===== config.mk =====
export PLATFORM = sky130hd
export DESIGN_NAME = rgctl_top
export DESIGN_NICKNAME = d
export VERILOG_FILES = /design/src/core/rgctl_pkg.sv /design/src/core/rgctl_sync.sv /design/src/core/rgctl_top.sv
export SDC_FILE = /design/constraint.sdc
export NUM_CORES = 1
export LEC_CHECK = 0
export ABC_AREA = 1
export BUFFER_PORTS_ARGS = -buffer_cell sky130_fd_sc_hd__buf_2
export CAP_MARGIN = 20
export CORE_AREA = 4 4 41 43
export CTS_BUF_LIST = sky130_fd_sc_hd__clkbuf_4 sky130_fd_sc_hd__clkbuf_8
export DETAILED_ROUTE_END_ITERATION = 12
export DIE_AREA = 0 0 45 47
export PLACE_DENSITY = 0.73
export SLEW_MARGIN = 20
export SYNTH_ARGS = -nofsm -noshare
export SYNTH_HDL_FRONTEND = slang
export SYNTH_SLANG_ARGS = --single-unit

===== constraint.sdc =====
create_clock -name clock -period 1.36 [get_ports clock]
set_input_delay 0.204 -clock clock [delete_from_list [all_inputs] [get_ports clock]]
set_output_delay 0.204 -clock clock [all_outputs]
set_load 0.05 [all_outputs]

===== src/core/rgctl_pkg.sv =====
// Package holding the regulator control register layout and shared types
package rgctl_pkg;
    // Register placement on the special-function-register bus
    localparam logic [7:0] RGCTL_CTRL_ADDR = 8'hC9;
    localparam logic [7:0] RGCTL_CTRL_PAGE = 8'h00;
    // Field positions
    localparam int RGCTL_OFF_BIT = 7;
    localparam int RGCTL_RSVD_BIT = 6;
    localparam int RGCTL_LEVEL_BIT = 4;
    localparam int RGCTL_DROP_BIT = 0;
    // Reset values of the stored fields and fixed read values
    localparam logic RGCTL_OFF_RST = 1'h0;
    localparam logic RGCTL_LEVEL_RST = 1'h1;
    localparam logic RGCTL_RSVD_READ = 1'h1;
    // Register bus request from the processor core
    typedef struct packed {
        logic [7:0] addr;
        logic [7:0] page;
        logic wr;
        logic rd;
        logic [7:0] wdata;
    } rgctl_bus_type;
    // Controls handed to the analog regulator
    typedef struct packed {
        logic supply_off_bit;
        logic output_level_select;
    } rgctl_analog_type;
endpackage : rgctl_pkg


===== src/core/rgctl_sync.sv =====
// Three-stage synchroniser for a level from outside the clock domain
`timescale 1ns/10ps
`default_nettype none
module rgctl_sync (
    input wire logic clock,
    input wire logic nrst,
    input wire logic async_in,
    output logic sync_out
);
    logic [2:0] stage;       // Stage 0 is read only by stage 1
    logic [2:0] next_stage;
    logic next_sync_out;

    // Shift in, and accept a change only when stages 1 and 2 agree
    always_comb begin
        next_stage = {stage[1:0], async_in};
        next_sync_out = (stage[1] == stage[2]) ? stage[2] : sync_out;
    end

    // Registers only
    always_ff @(posedge clock) begin
        if (!nrst) begin
            stage <= 3'h0;
            sync_out <= 1'h0;
        end else begin
            stage <= next_stage;
            sync_out <= next_sync_out;
        end
    end
endmodule : rgctl_sync
`default_nettype wire


===== src/core/rgctl_top.sv =====
// Regulator control and status register with dropout interrupt request
// What this block does
// [RL1] Bit 7 set disables regulator; resets zero
// [RL2] Bit 4 selects 2.1V or 2.6V; resets one
// [RL3] Bit 6 reads one; software writes one
// [RL4] Bit 5 reads zero, writes ignored
// [RL5] Bits 3 to 1 read zero
// [RL6] Bit 0 is read-only dropout indicator
// [RL7] Dropout raises request only when enabled
// [RL8] No latched pending flag for dropout
// [RL9] Indicator cleared by hardware on recovery
// [RL10] Software disables, polls, then re-enables interrupt
// [RL11] Register decodes at 0xC9, page 0x00
// [RL12] Comparator synchronised; drives indicator and request
`timescale 1ns/10ps
`default_nettype none
module rgctl_top
    import rgctl_pkg::*;
(
    input wire logic clock,
    input wire logic nrst,
    input wire rgctl_pkg::rgctl_bus_type bus,
    output logic [7:0] rdata,
    input wire logic dropout_raw,
    input wire logic low_input_irq_enable,
    output rgctl_pkg::rgctl_analog_type analog,
    output logic dropout_irq
);
    import rgctl_pkg::*;

    logic dropout_sync;      // Settled comparator level
    logic supply_off_bit;    // Stored disable bit
    logic output_level_select; // Stored level bit
    logic next_supply_off_bit;
    logic next_output_level_select;
    logic [7:0] next_rdata;
    logic hit;               // Access targets this register

    // Address and page decode shared by reads and writes
    function automatic logic decode(input logic [7:0] a, input logic [7:0] p);
        decode = (a == RGCTL_CTRL_ADDR) && (p == RGCTL_CTRL_PAGE); // [RL11]
    endfunction : decode

    // Comparator crosses from the analog side; filtered against glitches
    rgctl_sync u_sync (
        .clock(clock),
        .nrst(nrst),
        .async_in(dropout_raw),
        .sync_out(dropout_sync)
    ); // [RL12]

    assign hit = decode(bus.addr, bus.page);

    // Next values of stored bits and read data
    always_comb begin
        next_supply_off_bit = supply_off_bit;
        next_output_level_select = output_level_select;
        next_rdata = 8'h00;
        // Only bits 7 and 4 store; bit 6 write is expected as one but not held
        if (bus.wr && hit) begin
            next_supply_off_bit = bus.wdata[RGCTL_OFF_BIT];        // [RL1]
            next_output_level_select = bus.wdata[RGCTL_LEVEL_BIT]; // [RL2]
        end
        // Read data: unused bits stay zero, reserved bit reads one
        if (bus.rd && hit) begin
            next_rdata[RGCTL_OFF_BIT] = supply_off_bit;
            next_rdata[RGCTL_RSVD_BIT] = RGCTL_RSVD_READ;          // [RL3]
            next_rdata[RGCTL_LEVEL_BIT] = output_level_select;
            next_rdata[RGCTL_DROP_BIT] = dropout_sync;             // [RL6] [RL9] [RL4] [RL5]
        end
    end

    // Registers only
    always_ff @(posedge clock) begin
        if (!nrst) begin
            supply_off_bit <= RGCTL_OFF_RST;                        // [RL1]
            output_level_select <= RGCTL_LEVEL_RST;                 // [RL2]
            rdata <= 8'h00;
        end else begin
            supply_off_bit <= next_supply_off_bit;
            output_level_select <= next_output_level_select;
            rdata <= next_rdata;
        end
    end

    // Analog controls straight from the stored bits
    assign analog.supply_off_bit = supply_off_bit;
    assign analog.output_level_select = output_level_select;

    // Live request, nothing latched, so it drops with the condition
    assign dropout_irq = dropout_sync & low_input_irq_enable;      // [RL7] [RL8] [RL10]
endmodule : rgctl_top
`default_nettype wire


==> impl_summary.md <==
Drt
The number of optimization iterations in the first detailed-route pass is 2. Dividing the detail-routed wire length by the instance count gives 8.13 um. In the routed layout, each cell is associated on average with a via count of 4.06. The post-detailed-route count of antenna-violating nets is 0. The remaining routing DRC violations is 0.

The count of routing violations after the opening detailed-route iteration is 2. After detailed routing, the total wire length is 862 um. The routed layout has 430 vias.

Pwr
The part of the total power dissipated in the clock network is between 30 and 40%. The switching part of the total power is 23.5%. Power spread over the standard cell area amounts to between 900 and 1000 mW/mm^2. Summed over all nets, the switching power comes to 0.131 mW. The share of power burned in registers is 53.5%. The relative contribution of combinational cells to total power is 12.8%. In this run the static leakage power is 0.364 nW. IR analysis of the VDD net gives a maximum drop of slightly below 400 uV. The internal power is 0.427 mW.

Clock tree
After clock tree synthesis, the repair step resized 0 gates. The clock slew at the register clock pins of the worst setup and hold paths is ~50 ps. The largest buffer count on any clock path is 2.

The clock tree from TritonCTS is yes. At the later pin of the worst-skew pair, clock insertion delay measures roughly 260 ps. The total clock buffers created by CTS is 3. The buffer cell driving the clock tree root is sky130_fd_sc_hd__clkbuf_4. The number of buffers inserted by post-CTS setup repair is 0.

The total clock sinks is 10. For this design, the CTS-stage hold fixing added 0 buffers. In this run the number of H-tree levels came out at 1.

Logic synthesis
The cell area that synthesis handed to floorplanning was 434 um^2. The area share of the largest cell type after synthesis is 46.1%. The number of standard cells after synthesis is 61.

A synthesized cell averages 7.12 um^2. The count of warnings emitted by yosys is 0. After synthesis the netlist holds a flip-flop and latch count of 10. The post-synthesis cell type count is 12. After synthesis, the cell types taking the most area are sky130_fd_sc_hd__dfxtp_1, sky130_fd_sc_hd__nor2_1, sky130_fd_sc_hd__buf_4. Of all cell types, the one taking the most synthesized area is sky130_fd_sc_hd__dfxtp_1. The sequential cell area fraction in the yosys report is between 40% and 50%.

Global route
The via count of the first global-routing pass is 352. The pin count of the biggest net entering global routing is 8. The first-pass GRT wire length is 1350 um. The initial antenna violation count is 0.

The overall fraction of global-route tracks in use is 9.60%. The overflow left after global routing is 0.

Die
The floorplan has 13 rows. The die outline area is between 0.002 and 0.0025 mm^2. The height of the chip is between 40 and 50 um. The horizontal die dimension is 45 um.

The initial utilization of the core area, before any placement, comes to 33.4%. 41 I/O pins were placed. The floorplan step defined a core boundary enclosing 0.00130 mm^2.

Setup path
Of all nets on the critical path, the largest fanout is 4. The nature of the critical path startpoint is a flop. The startpoint of the lowest-slack register-to-register path is u_sync.sync_out$_SDFFE_PN0N_. The worst register-to-register path ends at u_sync.sync_out$_SDFFE_PN0N_. The worst register-to-register path has a depth of 2. The endpoint kind of the worst setup timing path is a primary output.

The required time at the worst-slack endpoint is 1160 ps. Data on the critical path arrives at its endpoint at slightly below 1000 ps. The worst-case register-to-register setup slack is 720 ps. The critical path in this run is classified as flop to primary output.

Timing
Setup violations remaining at the end of the flow were counted as 0. Across the routed clock network, the largest skew measured is 2.18 ps. Of the available clock period, the critical path in the final layout requires a little under nine tenths. The final-layout setup total negative slack is 0 ps. The clock period minus final worst setup slack is 1170 ps. Setup repair after global routing left no endpoint under its margin. The maximum clock frequency is 0.854 GHz. The number of slew-limit violations in the final report was 0.

The hold violation total from the final report is 0.

Placement
At the end of routability-driven placement, the weighted congestion stood at between 0.6 and 0.7. The post-DP HPWL is between 700 and 800 um. After detailed placement, the total cell area comes to about 570 um^2. The count of input and output buffers is 30.

Layout
Relative to the synthesized area, the layout overhead comes to 36.3%. The cell area after layout is 592 um^2. The antenna diode instance count is 0. The proportion of layout cells with a drive suffix above 1 is approximately two fifths. The final layout contains 123 nets.

Job
The tool flagged a number of max-cap violations equal to 0.

Worst hold path
The critical hold path startpoint is dropout_raw. The cell depth of the worst hold path is 3. The worst hold path terminates at u_sync.stage[0]$_SDFF_PN0_.

The path class of the tightest hold or removal check is input pin to flop.

Outcome
The flow ran to the end, and the final reports show no timing, DRC or antenna violations.
-- how the worst max path moves through the flow --
stage / start / to / cells past startpoint
6_report: u_sync.sync_out$_SDFFE_PN0N_ / dropout_irq / 3
5_1_grt: u_sync.sync_out$_SDFFE_PN0N_ / dropout_irq / 3
4_1_cts: u_sync.sync_out$_SDFFE_PN0N_ / dropout_irq / 3
3_5_place_dp: bus[17] / rdata[0]$_SDFF_PN0_ / 6
3_3_place_gp: bus[17] / rdata[0]$_SDFF_PN0_ / 6
2_1_floorplan: u_sync.sync_out$_SDFFE_PN0N_ / dropout_irq / 2
-- cell type report --
type,instances,area (um^2)
Tap cell,15,18.8
Fill cell,160,709
Clock buffer,3,22.5
Multi-Input combinational cell,37,159
Sequential cell,10,200
Inverter,11,41.3
Timing Repair Buffer,30,150
-- routing by layer --
layer,part of all wire [%],track usage [%],up-vias
met3,12,4.60,4
met5,0,0,-
met1,31,7.83,176
li1,-,-,229
met2,52,16.9,21
met4,4.4,8.77,0
-- power groups by stage --
stage	clock (mW)	sequential, mW	combinational [mW]
final	0.188	0.298	0.0716
after global routing	0.216	0.298	0.0803
after CTS	0.201	0.298	0.0719
after detailed placement	0	0.305	0.0717
after global placement	0	0.304	0.0701
after floorplan	0	0.304	0.0452
-- sequential cells by signal (all words and copies together) (netlist names) --
name and cells:
supply_off_bit 1, u_sync.sync_out 1, u_sync.stage 3, rdata 4
output_level_select 1
-- cells by family (layout without fill, tap and decap cells) --
logic type / Yosys count / count (layout) / synth area share, %
AOI/OAI and AO/OA: 2 / 2 / 2.30
buffers and inverters: 17 / 44 / 19.9
DFF: 10 / 10 / 46.1
other: 1 / 4 / 0.864
and+or+nand+nor: 31 / 31 / 30.8
-- critical path: stages, from the launching register on --
cell and delay, ps:
sky130_fd_sc_hd__dfxtp_1 360, sky130_fd_sc_hd__nand2_1 60, sky130_fd_sc_hd__inv_1 40, sky130_fd_sc_hd__buf_2 250
-- cell usage after synthesis (all sizes together) --
cell,count
conb,1
dfxtp,10
inv,11
nor2,15
o21ai,1
a21oi,1
nand4,2
buf,6
nand2,12
nand3,2
-- layout by cell type (no fill, tap or decap) --
master / synthesis / layout
sky130_fd_sc_hd__nand2_1: 12 / 12
sky130_fd_sc_hd__a21oi_1: 1 / 1
sky130_fd_sc_hd__nand3_1: 1 / 1
sky130_fd_sc_hd__clkbuf_4: 0 / 3
sky130_fd_sc_hd__buf_2: 0 / 30
sky130_fd_sc_hd__conb_1: 1 / 4
sky130_fd_sc_hd__nor2_1: 13 / 13
sky130_fd_sc_hd__nor2_2: 2 / 2
sky130_fd_sc_hd__dfxtp_1: 10 / 10
sky130_fd_sc_hd__inv_1: 11 / 11
sky130_fd_sc_hd__nand3_2: 1 / 1
sky130_fd_sc_hd__nand4_1: 2 / 2
sky130_fd_sc_hd__o21ai_0: 1 / 1
-- metrics by stage --
| stage | total power [mW] | std cells | utilization [%] | hold slack, ps | worst slack (ps) |
|---|---|---|---|---|---|
| after detailed placement | 0.376 | 103 | 43.8 | 396 | 324 |
| after global placement | 0.375 | 103 | 43.8 | 389 | 350 |
| after floorplan | 0.349 | 64 | - | 289 | 465 |
| after CTS | 0.571 | 106 | 45.5 | 123 | 170 |
| after global routing | 0.595 | 106 | 45.5 | 138 | 92.2 |
| final | 0.558 | 106 | 45.5 | 131 | 188 |
No activity file was read; power rests on OpenSTA's default activity.
